--- config.mk ---
export PLATFORM = sky130hd
export DESIGN_NAME = adcc_control
export DESIGN_NICKNAME = d
export VERILOG_FILES = /design/src/hdl/adcc_clk_div.v /design/src/hdl/adcc_control.v
export VERILOG_INCLUDE_DIRS = /design/src /design/src/hdl
export SDC_FILE = /design/constraint.sdc
export NUM_CORES = 1
export LEC_CHECK = 0
export ABC_AREA = 1
export BUFFER_PORTS_ARGS = -buffer_cell sky130_fd_sc_hd__buf_4
export CAP_MARGIN = 20
export CORE_MARGIN = 5
export CORE_UTILIZATION = 50
export CTS_CLUSTER_DIAMETER = 60
export DETAILED_ROUTE_END_ITERATION = 12
export PLACE_DENSITY = 0.8
export SYNTH_ARGS = -nofsm -noshare
export SYNTH_HDL_FRONTEND = slang
export SYNTH_SLANG_ARGS = --single-unit
--- constraint.sdc ---
create_clock -name sys_clk -period 2.4 [get_ports sys_clk]
set_input_delay 0.12 -clock sys_clk [delete_from_list [all_inputs] [get_ports sys_clk]]
set_output_delay 0.12 -clock sys_clk [all_outputs]
set_load 0.01 [all_outputs]
--- src/hdl/adcc_map.vh ---
// register map, field positions, codes and timing of the converter control block
`ifndef ADCC_MAP_VH
`define ADCC_MAP_VH

// register addresses on the plain register port
`define ADCC_CTRL_ADDR      4'h0
`define ADCC_STAT_ADDR      4'h4

// control register reset value: divide by 2, 8-clock acquisition, all else clear
`define ADCC_CTRL_RESET     16'h0600

// control register field positions
`define ADCC_DIV_MSB        12
`define ADCC_DIV_LSB        10
`define ADCC_ACQ_MSB        9
`define ADCC_ACQ_LSB        8
`define ADCC_START_EN_BIT   7
`define ADCC_BUSY_EN_BIT    6
`define ADCC_POWER_BIT      5
`define ADCC_MODE_MSB       4
`define ADCC_MODE_LSB       3
`define ADCC_TYPE_MSB       2
`define ADCC_TYPE_LSB       0

// status register bit positions
`define ADCC_STAT_BUSY_BIT  0
`define ADCC_STAT_SETTLED_BIT 1
`define ADCC_STAT_CONT_BIT  2
`define ADCC_STAT_SWREQ_BIT 3

// conversion type codes
`define ADCC_TYPE_EXT       3'h0
`define ADCC_TYPE_TMR1      3'h1
`define ADCC_TYPE_TMR0      3'h2
`define ADCC_TYPE_SINGLE    3'h3
`define ADCC_TYPE_CONT      3'h4
`define ADCC_TYPE_PLA       3'h5

// input mode codes
`define ADCC_MODE_SINGLE    2'h0
`define ADCC_MODE_DIFF      2'h1
`define ADCC_MODE_PSEUDO    2'h2
`define ADCC_MODE_RSVD      2'h3

// converter clock divider codes
`define ADCC_DIV_MIN        3'h1
`define ADCC_DIV_MAX        3'h5

// timing
`define ADCC_CLK_PERIOD_NS  20
`define ADCC_SETTLE_NS      5000
`define ADCC_SETTLE_CYCLES  ((`ADCC_SETTLE_NS + `ADCC_CLK_PERIOD_NS - 1) / `ADCC_CLK_PERIOD_NS)

`endif

--- src/hdl/adcc_clk_div.v ---
// converter clock divider: a tick every 2**code system clocks
`timescale 1ns/100ps
`include "adcc_map.vh"

module adcc_clk_div
(
    input  wire       sys_clk,
    input  wire       srst,
    input  wire [2:0] div_code,
    output reg        tick_reg,
    output reg        conv_clk_reg
);

    reg  [4:0] cnt_reg;
    reg  [2:0] code_eff;
    wire [4:0] last_cnt;

    // reserved divider codes are clamped to the nearest legal ratio
    always @*
    begin
        if (div_code < `ADCC_DIV_MIN)
            code_eff = `ADCC_DIV_MIN;
        else if (div_code > `ADCC_DIV_MAX)
            code_eff = `ADCC_DIV_MAX;
        else
            code_eff = div_code;
    end

    assign last_cnt = (5'h01 << code_eff) - 5'h01;

    always @(posedge sys_clk)
    begin
        if (srst)
        begin
            cnt_reg      <= 5'h00;
            tick_reg     <= 1'b0;
            conv_clk_reg <= 1'b0;
        end
        else
        begin
            // a divider change mid-count restarts cleanly at the next wrap
            if (cnt_reg >= last_cnt)
                cnt_reg <= 5'h00;
            else
                cnt_reg <= cnt_reg + 5'h01;
            tick_reg     <= (cnt_reg >= last_cnt);
            conv_clk_reg <= (cnt_reg >= (last_cnt >> 1)) && (cnt_reg < last_cnt);
        end
    end

endmodule // adcc_clk_div

--- src/hdl/adcc_control.v ---
// converter control: control register, trigger selection and conversion sequencer
//
// How it works
// bits 9:8 pick an acquisition window of 2, 4, 8 or 16 converter clocks, 8 after reset.
// a configured trigger starts a conversion only while the start enable bit is set.
// continuous conversion keeps running even after the start enable bit is cleared.
// the busy enable bit decides whether the busy indication is driven onto its pin.
// the power bit puts the converter in normal mode when set and power-down when clear.
// software waits at least 5 us after power-up before asking for a conversion.
// the input mode field picks single-ended, differential or pseudo differential; 11 is unused.
// type 000 starts conversions from the external trigger pin.
// type 011 runs one software conversion and the type returns to 000 when it ends.
// software clears the start enable after a single conversion so the pin cannot retrigger.
// type 100 runs back-to-back conversions until the type is changed.
// type 101 starts conversions from the programmable logic trigger.
// the divider field sets the converter clock to a ratio of 2, 4, 8, 16 or 32.
// types 001 and 010 start conversions from general timer one and timer zero.
// the busy indication runs from the start of acquisition to the end of conversion.
//
// Our own choices: the register addresses and the strobed register port.
`timescale 1ns/100ps
`include "adcc_map.vh"

module adcc_control
#(
    parameter CONV_TICKS = 13,
    parameter CNT_W      = 6
)
(
    input  wire        sys_clk,
    input  wire        srst,
    input  wire [3:0]  reg_addr,
    input  wire [15:0] reg_wdata,
    input  wire        reg_wr,
    input  wire        reg_rd,
    output reg  [15:0] reg_rdata,
    input  wire        external_trigger_pin,
    input  wire        general_timer_one,
    input  wire        general_timer_zero,
    input  wire        programmable_logic_trigger,
    output wire        converter_clock,
    output reg         conv_power_en,
    output reg  [1:0]  conv_input_mode,
    output reg         conv_sample_en,
    output reg         conv_start_pulse,
    output reg         conv_done_pulse,
    output reg         conversion_active_pin,
    output reg         conversion_active_pin_oe_n,
    output reg         power_settled
);

    localparam [1:0] ST_IDLE = 2'h0;
    localparam [1:0] ST_ACQ  = 2'h1;
    localparam [1:0] ST_CONV = 2'h2;
    localparam [1:0] ST_DONE = 2'h3;

    // integer forms are cut to the counter widths on purpose
    localparam integer     SETTLE_FULL    = `ADCC_SETTLE_CYCLES;
    localparam integer     CONV_LAST_FULL = CONV_TICKS - 1;
    localparam [8:0]       SETTLE_CYC     = SETTLE_FULL[8:0];
    localparam [CNT_W-1:0] CONV_LAST      = CONV_LAST_FULL[CNT_W-1:0];

    reg  [15:0]      ctrl_reg;
    reg  [15:0]      ctrl_next;
    reg  [1:0]       state_reg;
    reg  [1:0]       state_next;
    reg  [CNT_W-1:0] tick_cnt_reg;
    reg  [CNT_W-1:0] tick_cnt_next;
    reg              sw_req_reg;
    reg              sw_req_next;
    reg              single_run_reg;
    reg              single_run_next;
    reg              cont_run_reg;
    reg              cont_run_next;
    reg  [8:0]       settle_cnt_reg;
    reg              ext_prev_reg;
    reg              tmr1_prev_reg;
    reg              tmr0_prev_reg;
    reg              pla_prev_reg;
    reg              sel_edge;
    reg  [CNT_W-1:0] acq_last;
    reg              launch;
    reg              launch_sw;

    wire             tick;
    wire [2:0]       div_code;
    wire [1:0]       acq_code;
    wire             start_en;
    wire             busy_en;
    wire             power_on;
    wire [2:0]       conv_type;
    wire             wr_ctrl;
    wire             active;

    assign div_code  = ctrl_reg[`ADCC_DIV_MSB:`ADCC_DIV_LSB];
    assign acq_code  = ctrl_reg[`ADCC_ACQ_MSB:`ADCC_ACQ_LSB];
    assign start_en  = ctrl_reg[`ADCC_START_EN_BIT];
    assign busy_en   = ctrl_reg[`ADCC_BUSY_EN_BIT];
    assign power_on  = ctrl_reg[`ADCC_POWER_BIT];
    assign conv_type = ctrl_reg[`ADCC_TYPE_MSB:`ADCC_TYPE_LSB];
    assign wr_ctrl   = reg_wr && (reg_addr == `ADCC_CTRL_ADDR);
    assign active    = (state_reg == ST_ACQ) || (state_reg == ST_CONV);

    adcc_clk_div u_clk_div
    (
        .sys_clk      (sys_clk),
        .srst         (srst),
        .div_code     (div_code),
        .tick_reg     (tick),
        .conv_clk_reg (converter_clock)
    );

    // acquisition window length in converter clocks, less one
    always @*
    begin
        case (acq_code)
            2'h0:    acq_last = 6'h01;
            2'h1:    acq_last = 6'h03;
            2'h2:    acq_last = 6'h07;
            default: acq_last = 6'h0F;
        endcase
    end

    // trigger sources are taken on their rising edge so a held level gives one start
    always @*
    begin
        case (conv_type)
            `ADCC_TYPE_EXT:  sel_edge = external_trigger_pin && !ext_prev_reg;
            `ADCC_TYPE_TMR1: sel_edge = general_timer_one && !tmr1_prev_reg;
            `ADCC_TYPE_TMR0: sel_edge = general_timer_zero && !tmr0_prev_reg;
            `ADCC_TYPE_PLA:  sel_edge = programmable_logic_trigger && !pla_prev_reg;
            default:         sel_edge = 1'b0;
        endcase
    end

    // start decision
    always @*
    begin
        launch    = 1'b0;
        launch_sw = 1'b0;
        if ((state_reg == ST_IDLE) && power_on)
        begin
            if (conv_type == `ADCC_TYPE_CONT)
            begin
                // once running, the enable bit no longer gates restarts
                launch = start_en || cont_run_reg;
            end
            else if (conv_type == `ADCC_TYPE_SINGLE)
            begin
                launch    = start_en && sw_req_reg;
                launch_sw = start_en && sw_req_reg;
            end
            else
            begin
                launch = start_en && sel_edge;
            end
        end
    end

    // sequencer
    always @*
    begin
        state_next      = state_reg;
        tick_cnt_next   = tick_cnt_reg;
        single_run_next = single_run_reg;
        cont_run_next   = cont_run_reg;
        case (state_reg)
            ST_IDLE:
            begin
                tick_cnt_next = {CNT_W{1'b0}};
                if (launch)
                begin
                    state_next      = ST_ACQ;
                    single_run_next = launch_sw;
                    cont_run_next   = (conv_type == `ADCC_TYPE_CONT);
                end
            end
            ST_ACQ:
            begin
                if (tick)
                begin
                    if (tick_cnt_reg >= acq_last)
                    begin
                        state_next    = ST_CONV;
                        tick_cnt_next = {CNT_W{1'b0}};
                    end
                    else
                    begin
                        tick_cnt_next = tick_cnt_reg + 1'b1;
                    end
                end
            end
            ST_CONV:
            begin
                if (tick)
                begin
                    if (tick_cnt_reg >= CONV_LAST)
                    begin
                        state_next    = ST_DONE;
                        tick_cnt_next = {CNT_W{1'b0}};
                    end
                    else
                    begin
                        tick_cnt_next = tick_cnt_reg + 1'b1;
                    end
                end
            end
            default:
            begin
                state_next      = ST_IDLE;
                single_run_next = 1'b0;
            end
        endcase
        // powering down aborts a conversion in flight
        if (!power_on)
        begin
            state_next      = ST_IDLE;
            tick_cnt_next   = {CNT_W{1'b0}};
            single_run_next = 1'b0;
        end
        // leaving continuous mode or powering down stops the free run
        if ((conv_type != `ADCC_TYPE_CONT) || !power_on)
            cont_run_next = 1'b0;
    end

    // control register write and hardware rewrite of the type field
    always @*
    begin
        ctrl_next = ctrl_reg;
        if ((state_reg == ST_DONE) && single_run_reg)
            ctrl_next[`ADCC_TYPE_MSB:`ADCC_TYPE_LSB] = `ADCC_TYPE_EXT;
        // a software write in the same cycle is the newer command and wins
        if (wr_ctrl)
        begin
            ctrl_next = reg_wdata;
            ctrl_next[15:13] = 3'h0;
            // the reserved input mode is refused; the previous mode stays
            if (reg_wdata[`ADCC_MODE_MSB:`ADCC_MODE_LSB] == `ADCC_MODE_RSVD)
                ctrl_next[`ADCC_MODE_MSB:`ADCC_MODE_LSB] =
                    ctrl_reg[`ADCC_MODE_MSB:`ADCC_MODE_LSB];
        end
    end

    // pending software single request: a new write of type 011 arms it
    always @*
    begin
        sw_req_next = sw_req_reg;
        if (wr_ctrl && (reg_wdata[`ADCC_TYPE_MSB:`ADCC_TYPE_LSB] == `ADCC_TYPE_SINGLE))
            sw_req_next = 1'b1;
        else if (launch_sw || (conv_type != `ADCC_TYPE_SINGLE))
            sw_req_next = 1'b0;
    end

    always @(posedge sys_clk)
    begin
        if (srst)
        begin
            ctrl_reg       <= `ADCC_CTRL_RESET;
            state_reg      <= ST_IDLE;
            tick_cnt_reg   <= {CNT_W{1'b0}};
            sw_req_reg     <= 1'b0;
            single_run_reg <= 1'b0;
            cont_run_reg   <= 1'b0;
            ext_prev_reg   <= 1'b0;
            tmr1_prev_reg  <= 1'b0;
            tmr0_prev_reg  <= 1'b0;
            pla_prev_reg   <= 1'b0;
        end
        else
        begin
            ctrl_reg       <= ctrl_next;
            state_reg      <= state_next;
            tick_cnt_reg   <= tick_cnt_next;
            sw_req_reg     <= sw_req_next;
            single_run_reg <= single_run_next;
            cont_run_reg   <= cont_run_next;
            ext_prev_reg   <= external_trigger_pin;
            tmr1_prev_reg  <= general_timer_one;
            tmr0_prev_reg  <= general_timer_zero;
            pla_prev_reg   <= programmable_logic_trigger;
        end
    end

    // settling counter only reports; the wait itself is left to software
    always @(posedge sys_clk)
    begin
        if (srst)
        begin
            settle_cnt_reg <= 9'h000;
            power_settled  <= 1'b0;
        end
        else if (!power_on)
        begin
            settle_cnt_reg <= 9'h000;
            power_settled  <= 1'b0;
        end
        else
        begin
            if (settle_cnt_reg < SETTLE_CYC)
                settle_cnt_reg <= settle_cnt_reg + 9'h001;
            power_settled <= (settle_cnt_reg >= SETTLE_CYC);
        end
    end

    // outputs toward the analog core and the busy pin
    always @(posedge sys_clk)
    begin
        if (srst)
        begin
            conv_power_en              <= 1'b0;
            conv_input_mode            <= `ADCC_MODE_SINGLE;
            conv_sample_en             <= 1'b0;
            conv_start_pulse           <= 1'b0;
            conv_done_pulse            <= 1'b0;
            conversion_active_pin      <= 1'b0;
            conversion_active_pin_oe_n <= 1'b1;
        end
        else
        begin
            conv_power_en    <= ctrl_next[`ADCC_POWER_BIT];
            conv_input_mode  <= ctrl_next[`ADCC_MODE_MSB:`ADCC_MODE_LSB];
            conv_sample_en   <= (state_next == ST_ACQ);
            conv_start_pulse <= (state_reg == ST_ACQ) && (state_next == ST_CONV);
            conv_done_pulse  <= (state_next == ST_DONE);
            // pin low when disabled so an undriven board net is never read as busy
            conversion_active_pin <= ctrl_next[`ADCC_BUSY_EN_BIT] &&
                ((state_next == ST_ACQ) || (state_next == ST_CONV));
            conversion_active_pin_oe_n <= !ctrl_next[`ADCC_BUSY_EN_BIT];
        end
    end

    // register read: data in the cycle after the strobe only, unmapped reads zero
    always @(posedge sys_clk)
    begin
        if (srst)
        begin
            reg_rdata <= 16'h0000;
        end
        else if (reg_rd)
        begin
            if (reg_addr == `ADCC_CTRL_ADDR)
            begin
                reg_rdata <= ctrl_reg;
            end
            else if (reg_addr == `ADCC_STAT_ADDR)
            begin
                reg_rdata <= 16'h0000;
                reg_rdata[`ADCC_STAT_BUSY_BIT]    <= active;
                reg_rdata[`ADCC_STAT_SETTLED_BIT] <= power_settled;
                reg_rdata[`ADCC_STAT_CONT_BIT]    <= cont_run_reg;
                reg_rdata[`ADCC_STAT_SWREQ_BIT]   <= sw_req_reg;
            end
            else
            begin
                reg_rdata <= 16'h0000;
            end
        end
        else
        begin
            reg_rdata <= 16'h0000;
        end
    end

endmodule // adcc_control

==> results.rst, run 1 <==
.. list-table::
   :header-rows: 1

   * - Metric
     - Value
   * - Clock tree root buffer cell
     - sky130_fd_sc_hd__clkbuf_8
   * - Clock-pin slew reported for the worst setup and hold paths after clock tree synthesis
     - 0.07 ns
   * - Core region area
     - 5890 um^2
   * - Synthesis warning total
     - 0
   * - Standard cell area after detailed placement
     - 3420 um^2
   * - Global Route met2 Usage
     - 0.293
   * - H-tree depth reported by CTS
     - 3
   * - All-Layer GR Usage
     - 0.169
   * - Post-Route Skew
     - 0.00535 ns
   * - Post-synthesis instance total
     - 407
   * - TritonCTS clock tree
     - yes
   * - Slew at the pin with the worst max-slew slack
     - 0.557 ns
   * - Wire per inst
     - 11.4 um
   * - R2r startpoint
     - ctrl_reg[11]$_SDFFE_PP0P_
   * - Outcome
     - completed
   * - Final hold slack
     - 0.00379 ns
   * - Number of flip-flops and latches in the synthesized netlist
     - 63
   * - Crit path max fanout
     - 5
   * - Critical path data arrival time
     - 2.50 ns
   * - Pins Over Slew Limit
     - 0
   * - Type of element capturing the critical path
     - flop
   * - Seq/Total Area, Yosys
     - 0.418
   * - Period utilisation layout
     - 0.921
   * - Area of the die
     - 7690 um^2
   * - DR vias
     - 2,683
   * - Logic pwr share
     - 0.089
   * - Clock network power share
     - 0.447
   * - Pwr/cell area
     - 634 nW/um^2
   * - Type of the worst min-delay path
     - in2reg
   * - Antenna viol nets, final
     - 0
   * - Cell class contributing the biggest share of worst-path delay
     - simple AND/OR/NAND/NOR gates
   * - Met1 capacity usage during global routing
     - 0.193
   * - Synth Area per Inst
     - 7.41 um^2
   * - Crit. Startpoint
     - ctrl_reg[11]$_SDFFE_PP0P_
   * - Share of total power consumed by net switching
     - 0.231
   * - Most used routing layer
     - met2
   * - Leakage dissipation
     - 1.72 nW
   * - Routability congestion estimate from global placement
     - 0.816
   * - Stages on the worst setup path
     - 13
   * - Via density
     - 4.93
   * - Fill cell count
     - 479
   * - Critical-path cell with the highest stage delay
     - sky130_fd_sc_hd__dfxtp_1
   * - CP max stage delay
     - 0.34 ns
   * - First DRT Iteration DRCs
     - 128
   * - VDD IR max
     - 0.433 mV
   * - Half-perimeter wire length after detailed placement
     - 4.52 mm
   * - DRC Markers
     - 0
   * - Layout cell share with drive strength beyond 1
     - 0.181
   * - Antenna violations before repair
     - 0
   * - Initial core utilization
     - 0.513
   * - CTS Buf Count
     - 9
   * - Critical path buffer and inverter count
     - 2
   * - Nets
     - 516
   * - Horizontal extent of the die
     - 87.7 um
   * - Floorplan row count
     - 28
   * - Pre-CTS setup slack
     - 0.204 ns
   * - Max transition margin
     - 0.628
   * - Highest clock rate
     - 453 MHz
   * - Detailed-router iteration count before antenna repair
     - 5
   * - Top Ports
     - 54
   * - Count of input and output buffers
     - 47
   * - Post-Syn Area
     - 3020 um^2
   * - Critical path startpoint category
     - flop
   * - Worst-case reg-to-reg path depth
     - 13
   * - Detailed Route WL
     - 6.23 mm
   * - WS Path Type
     - reg2reg
   * - Maximum capacitance violations
     - 0
   * - Distinct cells, synth
     - 34
   * - Internal power
     - 0.00181 W
   * - Global routing met3 resource utilization
     - 0.0292
   * - Net Sw Power
     - 0.000544 W
   * - Total overflow reported by the global router
     - 0
   * - Fin util
     - 0.631
   * - Total of endpoints with negative setup slack in the final report
     - 0
   * - Wire length of the first global-routing pass
     - 10.2 mm
   * - Growth of design area from synthesis to finish
     - 23.1%
   * - Later-pin clock latency in the skew report
     - 0.35 ns
   * - Sinks on the clock net
     - 63
   * - Setup slack of the worst register-to-register path
     - 0.19 ns
   * - Pin count of the biggest net entering global routing
     - 21
   * - Vias in the first global route
     - 2,447
   * - Worst-case setup margin in the final layout
     - 0.190 ns
   * - Cells along the critical path
     - inv_1, nand2_1, ha_2, o21ai_1, xnor2_1, ha_1, inv_1, nor2_1, nor3_1, nand2_1, nor2_1, nand2_2, a21oi_1
   * - CTS Buffer Depth
     - 2
   * - Relative contribution of sequential cells to total power
     - 0.464
   * - Number of hold-slack violations in the final timing report
     - 0
   * - Post-layout minimum cycle time
     - 2.21 ns
   * - Cell area after layout
     - 3710 um^2
   * - DIE HEIGHT
     - 87.7 um
   * - Worst hold path cell count
     - 3
   * - Required @ worst endpoint
     - 2.69 ns
   * - Antenna fix cells
     - 0
   * - Startpoint of the most critical hold path
     - external_trigger_pin
[power groups by stage]
| stage | clock network, W | registers, W | logic [W] |
|---|---|---|---|
| after floorplan | 0 | 0.00112 | 0.000126 |
| after global placement | 0 | 0.00112 | 0.000188 |
| after detailed placement | 0 | 0.00112 | 0.000193 |
| after CTS | 0.00107 | 0.00109 | 0.000200 |
| after global routing | 0.00111 | 0.00110 | 0.000240 |
| final | 0.00105 | 0.00109 | 0.000210 |
[kinds of logic (layout without fill, tap and decap cells)]
group                    count (synthesis)  count (layout)  synth area share
flip-flops                              63              63             0.418
AND/OR/NAND/NOR                        164             164             0.234
AO/OA/AOI/OAI                           67              67             0.125
adder cells (fa/ha/maj)                 24              24            0.0995
other                                    2               5           0.00249
buffers and inverters                   84             143             0.112
XOR/XNOR                                 3               3           0.00871
[layout make-up]
type,count,area [um^2],share of cell area
Timing Repair Buffer,54,418,0.113
Sequential cell,63,1260,0.341
Clock buffer,11,151,0.0408
Inverter,73,274,0.0738
Multi-Input combinational cell,263,1430,0.385
Clock inverter,5,80.1,0.0216
Tap cell,75,93.8,0.0253
[cells in the final DEF, fill, tap and decap left out, drive strengths merged, types with 2 or more instances in the layout]
cell type,n
inv,72
buf,49
nor3b,3
or2,3
nand4,2
conb,5
nor2,49
o22ai,5
nand2,82
o21ai,24
clkbuf,11
clkinv,2
a21oi,33
xor2,2
dlygate4sd3,5
bufinv,2
nor3,7
dfxtp,63
ha,24
clkinvlp,2
nand3,17
[path summary, 6_finish.rpt]
| kind | to |
|---|---|
| max | u_clk_div.cnt_reg[4]$_SDFF_PP0_ |
| min | ext_prev_reg$_SDFF_PP0_ |
| min reg2reg | settle_cnt_reg[8]$_SDFFE_PP0N_ |
| max reg2reg | u_clk_div.cnt_reg[4]$_SDFF_PP0_ |
[layer usage]
metal  share of wire  up-vias
met5               0        -
met2            0.48       71
met4           0.025        0
met3           0.070       13
met1            0.43     1214
li1                -     1385
[worst min-delay path: stages]
cell and delay, ns:
sky130_fd_sc_hd__buf_4 0.08, sky130_fd_sc_hd__inv_1 0.05, sky130_fd_sc_hd__nor2_1 0.07
[cell usage after synthesis]
library cell	count	area, um^2
sky130_fd_sc_hd__conb_1	2	7.51
sky130_fd_sc_hd__buf_2	4	20.0
sky130_fd_sc_hd__o31ai_1	1	7.51
sky130_fd_sc_hd__nor3b_1	3	22.5
sky130_fd_sc_hd__nand4_1	2	12.5
sky130_fd_sc_hd__or3_1	1	6.26
sky130_fd_sc_hd__xnor2_1	1	8.76
sky130_fd_sc_hd__dfxtp_1	63	1260
sky130_fd_sc_hd__xor2_1	2	17.5
sky130_fd_sc_hd__nor3_1	4	20.0
sky130_fd_sc_hd__ha_1	24	300
sky130_fd_sc_hd__buf_4	5	37.5
sky130_fd_sc_hd__nor2_1	48	180
sky130_fd_sc_hd__a221oi_2	1	15.0
sky130_fd_sc_hd__nor2_2	1	6.26
sky130_fd_sc_hd__a21oi_1	32	160
sky130_fd_sc_hd__buf_1	1	3.75
sky130_fd_sc_hd__or2_2	3	18.8
sky130_fd_sc_hd__o21ai_0	23	115
sky130_fd_sc_hd__a211oi_1	1	7.51
sky130_fd_sc_hd__nand3_2	1	10.0
sky130_fd_sc_hd__o21a_1	1	7.51
sky130_fd_sc_hd__o21ai_2	1	8.76
sky130_fd_sc_hd__clkbuf_1	1	3.75
sky130_fd_sc_hd__clkinv_1	1	3.75
sky130_fd_sc_hd__a21oi_4	1	16.3
sky130_fd_sc_hd__a311oi_1	1	8.76
sky130_fd_sc_hd__nor3_2	3	30.0
sky130_fd_sc_hd__inv_1	69	259
sky130_fd_sc_hd__nand2_1	78	293
sky130_fd_sc_hd__inv_2	3	11.3
sky130_fd_sc_hd__nand3_1	16	80.1
sky130_fd_sc_hd__o22ai_1	5	31.3
sky130_fd_sc_hd__nand2_2	4	25.0
[stage by stage]
stage / std cells / power (W) / setup TNS, ns
after floorplan: 410 / 0.00124 / 0
after global placement: 522 / 0.00130 / 0
after detailed placement: 522 / 0.00131 / 0
after CTS: 543 / 0.00237 / 0
after global routing: 544 / 0.00245 / -0.0430
final: 544 / 0.00236 / 0
[what timing repair did]
| item | 4_1_cts | 5_1_grt |
|---|---|---|
| hold buffers | 5 | 0 |
| resized for setup | 0 | 4 |
| endpoints found under the setup margin | 0 | 6 |
| hold endpoints to repair | 5 | 0 |
| setup buffers | 0 | 1 |
Power figures use the tool's default switching activity.
==> run 2, diff against run 1 <==
--- a/config.mk
+++ b/config.mk
@@ -14,2 +14,3 @@
 export CTS_CLUSTER_DIAMETER = 60
+export CTS_CLUSTER_SIZE = 10
 export DETAILED_ROUTE_END_ITERATION = 12
==> constraint.sdc (replaced) <==
create_clock -name sys_clk -period 2.4 [get_ports sys_clk]
set_input_delay 0.24 -clock sys_clk [delete_from_list [all_inputs] [get_ports sys_clk]]
set_output_delay 0.24 -clock sys_clk [all_outputs]
set_load 0.01 [all_outputs]
==> run 2 against run 1 <==
Count of clock-buffer cells in the layout unchanged. Critical endpoint is now u_clk_div.cnt_reg[2]$_SDFF_PP0_. First-iteration DRC count fell by 18%. Combinational power decreased by 5%. Via count fell by 1.0%. Register-to-register slack gained 0.03 ns. Largest power group unchanged. Final area shrank 1.3%. Flip-flop and latch count unchanged. Setup slack better by 0.028 ns. Highest routed layer unchanged.
==> results.rst, run 2 (synthesis results as in run 1) <==
.. list-table::
   :header-rows: 1

   * - Metric
     - Value
   * - Period utilisation layout
     - 0.909
   * - Most common cell after layout, fill and taps aside
     - sky130_fd_sc_hd__nand2_1
   * - Area of the die
     - 7690 um^2
   * - Clock tree root buffer cell
     - sky130_fd_sc_hd__clkbuf_8
   * - Via density
     - 4.92
   * - Worst-case setup margin in the final layout
     - 0.218 ns
   * - Pwr Total
     - 0.00234 W
   * - Nets
     - 512
   * - Slew at the pin with the worst max-slew slack
     - 0.540 ns
   * - Core region area
     - 5890 um^2
   * - Relative contribution of sequential cells to total power
     - 0.468
   * - Setup slack of the worst register-to-register path
     - 0.22 ns
   * - DIE HEIGHT
     - 87.7 um
   * - Count of input and output buffers
     - 47
   * - Clock network power share
     - 0.447
   * - Type of the worst min-delay path
     - in2reg
   * - Setup repair after global routing missed its margin
     - no
   * - R2r startpoint
     - ctrl_reg[12]$_SDFFE_PP0P_
   * - DRC Markers
     - 0
   * - Critical-path cell with the highest stage delay
     - sky130_fd_sc_hd__dfxtp_2
   * - Max transition margin
     - 0.639
   * - Vias in the first global route
     - 2,657
   * - Cell class contributing the biggest share of worst-path delay
     - simple AND/OR/NAND/NOR gates
   * - Placed Instances
     - 523
   * - All-Layer GR Usage
     - 0.184
   * - Antenna fix cells
     - 0
   * - Cells along the critical path
     - inv_2, nand2_1, ha_1, o21ai_0, xnor2_1, ha_1, nand3_2, nor2_1, nor3_1, nand2_1, nor2_1, nand2_2, a21oi_1
   * - Antenna violations before repair
     - 0
   * - Routability congestion estimate from global placement
     - 0.803
   * - Post-Layout Cell Count
     - 540
   * - H-tree depth reported by CTS
     - 3
   * - Detailed-router iteration count before antenna repair
     - 4
   * - Worst-case reg-to-reg path depth
     - 13
   * - Later-pin clock latency in the skew report
     - 0.33 ns
   * - Required @ worst endpoint
     - 2.66 ns
   * - Worst hold path cell count
     - 3
   * - Internal power
     - 0.00180 W
   * - Post-layout minimum cycle time
     - 2.18 ns
   * - Pins Over Slew Limit
     - 0
   * - First DRT Iteration DRCs
     - 105
   * - CTS Buffer Depth
     - 2
   * - Sinks on the clock net
     - 63
   * - Critical path startpoint category
     - flop
   * - Critical path data arrival time
     - 2.44 ns
   * - Detailed Route WL
     - 6.40 mm
   * - Half-perimeter wire length after detailed placement
     - 4.84 mm
   * - Critical path buffer and inverter count
     - 1
   * - Highest clock rate
     - 458 MHz
   * - Total of endpoints with negative setup slack in the final report
     - 0
   * - Post-Route Skew
     - 0.00733 ns
   * - VDD IR max
     - 0.425 mV
   * - Setup Total Neg Slack
     - 0 ns
   * - Horizontal extent of the die
     - 87.7 um
   * - Outcome
     - completed
   * - Reg-to-Reg End
     - u_clk_div.cnt_reg[2]$_SDFF_PP0_
   * - Total overflow reported by the global router
     - 0
   * - WHS Endpoint
     - pla_prev_reg$_SDFF_PP0_
   * - Floorplan row count
     - 28
   * - Antenna viol nets, final
     - 0
   * - Crit path max fanout
     - 6
   * - CP max stage delay
     - 0.38 ns
   * - TritonCTS clock tree
     - yes
   * - Pin count of the biggest net entering global routing
     - 21
   * - Share of total power consumed by net switching
     - 0.230
   * - Hold buffer count at CTS
     - 0
   * - Pre-CTS setup slack
     - 0.172 ns
   * - Commonest non-fill, non-tap cells in the layout
     - sky130_fd_sc_hd__nand2_1, sky130_fd_sc_hd__inv_1, sky130_fd_sc_hd__dfxtp_1
   * - Maximum capacitance violations
     - 0
   * - Logic pwr share
     - 0.085
   * - Wire length of the first global-routing pass
     - 11.1 mm
   * - Net Sw Power
     - 0.000537 W
   * - Wire per inst
     - 11.9 um
   * - Type of element capturing the critical path
     - flop
   * - Growth of design area from synthesis to finish
     - 21.5%
   * - Layout cell share with drive strength beyond 1
     - 0.183
   * - DR vias
     - 2,655
   * - WS Path Type
     - reg2reg
   * - Clock-pin slew reported for the worst setup and hold paths after clock tree synthesis
     - 0.07 ns
   * - Startpoint of the most critical hold path
     - programmable_logic_trigger
   * - Pwr/cell area
     - 638 nW/um^2
   * - Stages on the worst setup path
     - 13
   * - Top Ports
     - 54
   * - CTS Buf Count
     - 9
   * - Number of hold-slack violations in the final timing report
     - 0
   * - Leakage dissipation
     - 1.71 nW
   * - Initial core utilization
     - 0.513
==> run 2: cell count changes in the layout (fill, tap and decap cells not counted), sizes merged <==
| cell | change |
|---|---|
| buf | +1 |
| dlygate4sd3 | -5 |
==> run 2: cell type report <==
cell class,instances,area [um^2]
fillers,506,2220
flip-flops and latches,63,1260
multi-input cells,263,1430
clock buffers,11,151
well taps,75,93.8
inverters,73,274
repair buffers,50,375
clock inverters,5,80.1
==> run 2: how the worst max path moves through the flow <==
| stage | startpoint | to | slack (ns) |
|---|---|---|---|
| finish | ctrl_reg[12]$_SDFFE_PP0P_ | u_clk_div.cnt_reg[2]$_SDFF_PP0_ | 0.22 |
| global route | ctrl_reg[11]$_SDFFE_PP0P_ | u_clk_div.cnt_reg[2]$_SDFF_PP0_ | 0.004 |
| CTS | ctrl_reg[12]$_SDFFE_PP0P_ | u_clk_div.cnt_reg[2]$_SDFF_PP0_ | 0.15 |
| detailed placement | ctrl_reg[12]$_SDFFE_PP0P_ | u_clk_div.cnt_reg[2]$_SDFF_PP0_ | 0.17 |
| global placement | ctrl_reg[12]$_SDFFE_PP0P_ | u_clk_div.cnt_reg[4]$_SDFF_PP0_ | 0.28 |
| floorplan | ctrl_reg[12]$_SDFFE_PP0P_ | u_clk_div.cnt_reg[2]$_SDFF_PP0_ | 0.43 |
==> run 2: worst reg2reg max path, stage by stage, from the launching register on <==
cell                      delay [ns]
sky130_fd_sc_hd__dfxtp_2        0.38
sky130_fd_sc_hd__inv_2          0.08
sky130_fd_sc_hd__nand2_1        0.06
sky130_fd_sc_hd__ha_1           0.17
sky130_fd_sc_hd__o21ai_0        0.11
sky130_fd_sc_hd__xnor2_1        0.27
sky130_fd_sc_hd__ha_1           0.31
sky130_fd_sc_hd__nand3_2        0.10
sky130_fd_sc_hd__nor2_1         0.04
sky130_fd_sc_hd__nor3_1         0.12
sky130_fd_sc_hd__nand2_1        0.11
sky130_fd_sc_hd__nor2_1         0.12
sky130_fd_sc_hd__nand2_2        0.09
sky130_fd_sc_hd__a21oi_1        0.14
==> run 2: metal layers <==
| metal | share of wire | GRT usage | up-vias | routed length, um |
|---|---|---|---|---|
| li1 | - | - | 1374 | - |
| met1 | 0.42 | 0.197 | 1194 | 2690 |
| met2 | 0.49 | 0.337 | 76 | 3160 |
| met3 | 0.069 | 0.0546 | 11 | 442 |
| met4 | 0.016 | 0.0697 | 0 | 103 |
| met5 | 0 | 0 | - | 0 |
==> run 2: power groups by stage <==
stage          registers, W  logic (W)  clock network (W)
2_1_floorplan       0.00112   0.000126                  0
3_3_place_gp        0.00112   0.000188                  0
3_5_place_dp        0.00112   0.000194                  0
4_1_cts             0.00109   0.000198            0.00106
5_1_grt             0.00110   0.000230            0.00112
6_report            0.00110   0.000199            0.00104
==> run 2: per-stage QoR <==
step / utilization / hold slack (ns) / instance area, um^2
after global routing: 0.623 / 0.118 / 3660
after global placement: 0.582 / 0.417 / 3420
after CTS: 0.621 / 0.104 / 3660
after detailed placement: 0.582 / 0.433 / 3420
after floorplan: - / 0.347 / 3030
final: 0.623 / 0.118 / 3660
==> run 2: timing repair <==
action                                  CTS  global route
resized for setup                         0             1
buffers inserted                          0             1
endpoints found under the setup margin    0             6
==> run 3, diff against run 2 <==
CELL_PAD_IN_SITES_DETAIL_PLACEMENT = 1   (was not set)
CELL_PAD_IN_SITES_GLOBAL_PLACEMENT = 2   (was not set)
CORE_UTILIZATION = 31   (was 50)
PLACE_DENSITY = 0.85   (was 0.8)
==> run 3 against run 2 <==
Count of clock-buffer cells in the layout grew 2. First-iteration DRC count is 50% lower. Total power is 3.1% lower. Die area is 54% higher. Highest routed layer unchanged. Clock skew about the same. Setup slack improved by 0.029 ns. Routed wire length is 18% higher. Worst hold slack got worse by 0.0073 ns. Combinational power increased by 5%. Flip-flop and latch count stayed put.
==> results.rst, run 3 (synthesis results as in run 1) <==
.. list-table::
   :header-rows: 1

   * - Metric
     - Value
   * - All-Layer GR Usage
     - 0.136
   * - Multi-input combinational cell area
     - 1430 um^2
   * - Detailed Route WL
     - 7.57 mm
   * - TritonCTS clock tree
     - yes
   * - Initial core utilization
     - 0.313
   * - Period utilisation layout
     - 0.897
   * - DIE HEIGHT
     - 109 um
   * - Routability congestion estimate from global placement
     - 0.820
   * - H-tree depth reported by CTS
     - 3
   * - Outcome
     - completed
   * - CTS Buffer Depth
     - 2
   * - Layout cell share with drive strength beyond 1
     - 0.188
   * - Type of element capturing the critical path
     - flop
   * - Top Ports
     - 54
   * - Critical path data arrival time
     - 2.39 ns
   * - Fin util
     - 0.388
   * - Nets
     - 514
   * - Required @ worst endpoint
     - 2.63 ns
   * - Type of the worst min-delay path
     - in2reg
   * - Most common cell after layout, fill and taps aside
     - sky130_fd_sc_hd__nand2_1
   * - Commonest non-fill, non-tap cells in the layout
     - sky130_fd_sc_hd__nand2_1, sky130_fd_sc_hd__inv_1, sky130_fd_sc_hd__dfxtp_1
   * - Fill cell count
     - 1,263
   * - Detailed-router iteration count before antenna repair
     - 4
   * - Sinks on the clock net
     - 63
   * - Pre-CTS setup slack
     - 0.189 ns
   * - WS Path Type
     - reg2reg
   * - Maximum capacitance violations
     - 0
   * - Pwr/cell area
     - 606 nW/um^2
   * - DRC Markers
     - 0
   * - CTS Buf Count
     - 9
   * - First DRT Iteration DRCs
     - 52
   * - Post-Route Skew
     - 0.00704 ns
   * - Antenna fix cells
     - 0
   * - Area of the die
     - 11,800 um^2
   * - Slew at the pin with the worst max-slew slack
     - 0.664 ns
   * - Register Area
     - 1260 um^2
   * - Leakage dissipation
     - 1.71 nW
   * - Wire length of the first global-routing pass
     - 12.7 mm
   * - Antenna violations before repair
     - 0
   * - Clock tree root buffer cell
     - sky130_fd_sc_hd__clkbuf_8
   * - Clock-pin slew reported for the worst setup and hold paths after clock tree synthesis
     - 0.07 ns
   * - Post-Layout Cell Count
     - 600
   * - Horizontal extent of the die
     - 109 um
   * - Max transition margin
     - 0.556
   * - Vias in the first global route
     - 2,780
   * - Critical path startpoint category
     - flop
   * - VDD IR max
     - 0.361 mV
   * - Highest clock rate
     - 464 MHz
   * - Setup Total Neg Slack
     - 0 ns
   * - Pin count of the biggest net entering global routing
     - 21
   * - Wire per inst
     - 12.6 um
   * - Via density
     - 4.43
   * - Antenna viol nets, final
     - 0
   * - Count of input and output buffers
     - 47
   * - Post-layout minimum cycle time
     - 2.15 ns
   * - Later-pin clock latency in the skew report
     - 0.34 ns
   * - Final hold slack
     - 0.110 ns
   * - Worst-case setup margin in the final layout
     - 0.246 ns
   * - Placed Instances
     - 583
   * - Total of endpoints with negative setup slack in the final report
     - 0
   * - Core region area
     - 9640 um^2
   * - Floorplan row count
     - 36
   * - Number of hold-slack violations in the final timing report
     - 0
   * - Half-perimeter wire length after detailed placement
     - 5.90 mm
   * - Total overflow reported by the global router
     - 0
   * - Growth of design area from synthesis to finish
     - 23.9%
   * - Crit path max fanout
     - 6
   * - DR vias
     - 2,659
   * - Pins Over Slew Limit
     - 0
-- run 3: cell count changes in the layout (fill, tap and decap cells not counted), sizes merged --
cell / previous run / this run
buf: 50 / 52
clkinvlp: 2 / 0
bufinv: 2 / 1
clkbuf: 11 / 13
clkinv: 2 / 3
-- run 3: final cells by class --
| cell class | instances | area share |
|---|---|---|
| Tap cell | 133 | 0.0445 |
| Clock inverter | 3 | 0.0107 |
| Timing Repair Buffer | 52 | 0.104 |
| Inverter | 73 | 0.0733 |
| Sequential cell | 63 | 0.338 |
| Clock buffer | 13 | 0.0452 |
| Multi-Input combinational cell | 263 | 0.383 |
-- run 3: per-stage QoR --
stage          cell area (um^2)  power [W]
2_1_floorplan              3030    0.00124
3_3_place_gp               3510    0.00132
3_5_place_dp               3510    0.00132
4_1_cts                    3720    0.00230
5_1_grt                    3740    0.00239
6_report                   3740    0.00227
-- run 3: what timing repair did --
item,in CTS,in global routing
endpoints found under the hold margin,0,0
gates resized for setup,0,4
setup buffers,0,1
setup endpoints to repair,0,6
hold buffers,0,0
-- run 3: worst max-delay path, stage by stage (launching register included) --
cell	delay, ns
sky130_fd_sc_hd__dfxtp_4	0.36
sky130_fd_sc_hd__inv_2	0.10
sky130_fd_sc_hd__nand2_1	0.06
sky130_fd_sc_hd__ha_1	0.22
sky130_fd_sc_hd__o21ai_0	0.10
sky130_fd_sc_hd__xnor2_1	0.13
sky130_fd_sc_hd__ha_1	0.33
sky130_fd_sc_hd__nand3_2	0.10
sky130_fd_sc_hd__or3_1	0.33
sky130_fd_sc_hd__nand2_2	0.10
sky130_fd_sc_hd__nor2_2	0.04
sky130_fd_sc_hd__nand2_2	0.11
sky130_fd_sc_hd__a21oi_1	0.05
-- run 3: worst paths after layout --
| check | startpoint | endpoint | slack, ns | cells past startpoint |
|---|---|---|---|---|
| max reg2reg | ctrl_reg[12]$_SDFFE_PP0P_ | u_clk_div.cnt_reg[4]$_SDFF_PP0_ | 0.25 | 12 |
| max | ctrl_reg[12]$_SDFFE_PP0P_ | u_clk_div.cnt_reg[4]$_SDFF_PP0_ | 0.25 | 12 |
| min reg2reg | settle_cnt_reg[8]$_SDFFE_PP0N_ | settle_cnt_reg[8]$_SDFFE_PP0N_ | 0.44 | 2 |
| min | general_timer_zero | tmr0_prev_reg$_SDFF_PP0_ | 0.11 | 3 |
-- run 3: power breakdown --
part | switching, W | internal [W]
sequential | 0.0000228 | 0.00107
combinational | 0.000116 | 0.0000928
clock | 0.000400 | 0.000562
-- run 3: routing by layer --
layer / up-vias / track usage / routed length (um)
li1: 1375 / - / -
met1: 1236 / 0.164 / 3440
met2: 37 / 0.236 / 3740
met3: 11 / 0.0361 / 306
met4: 0 / 0.0460 / 88
met5: - / 0 / 0
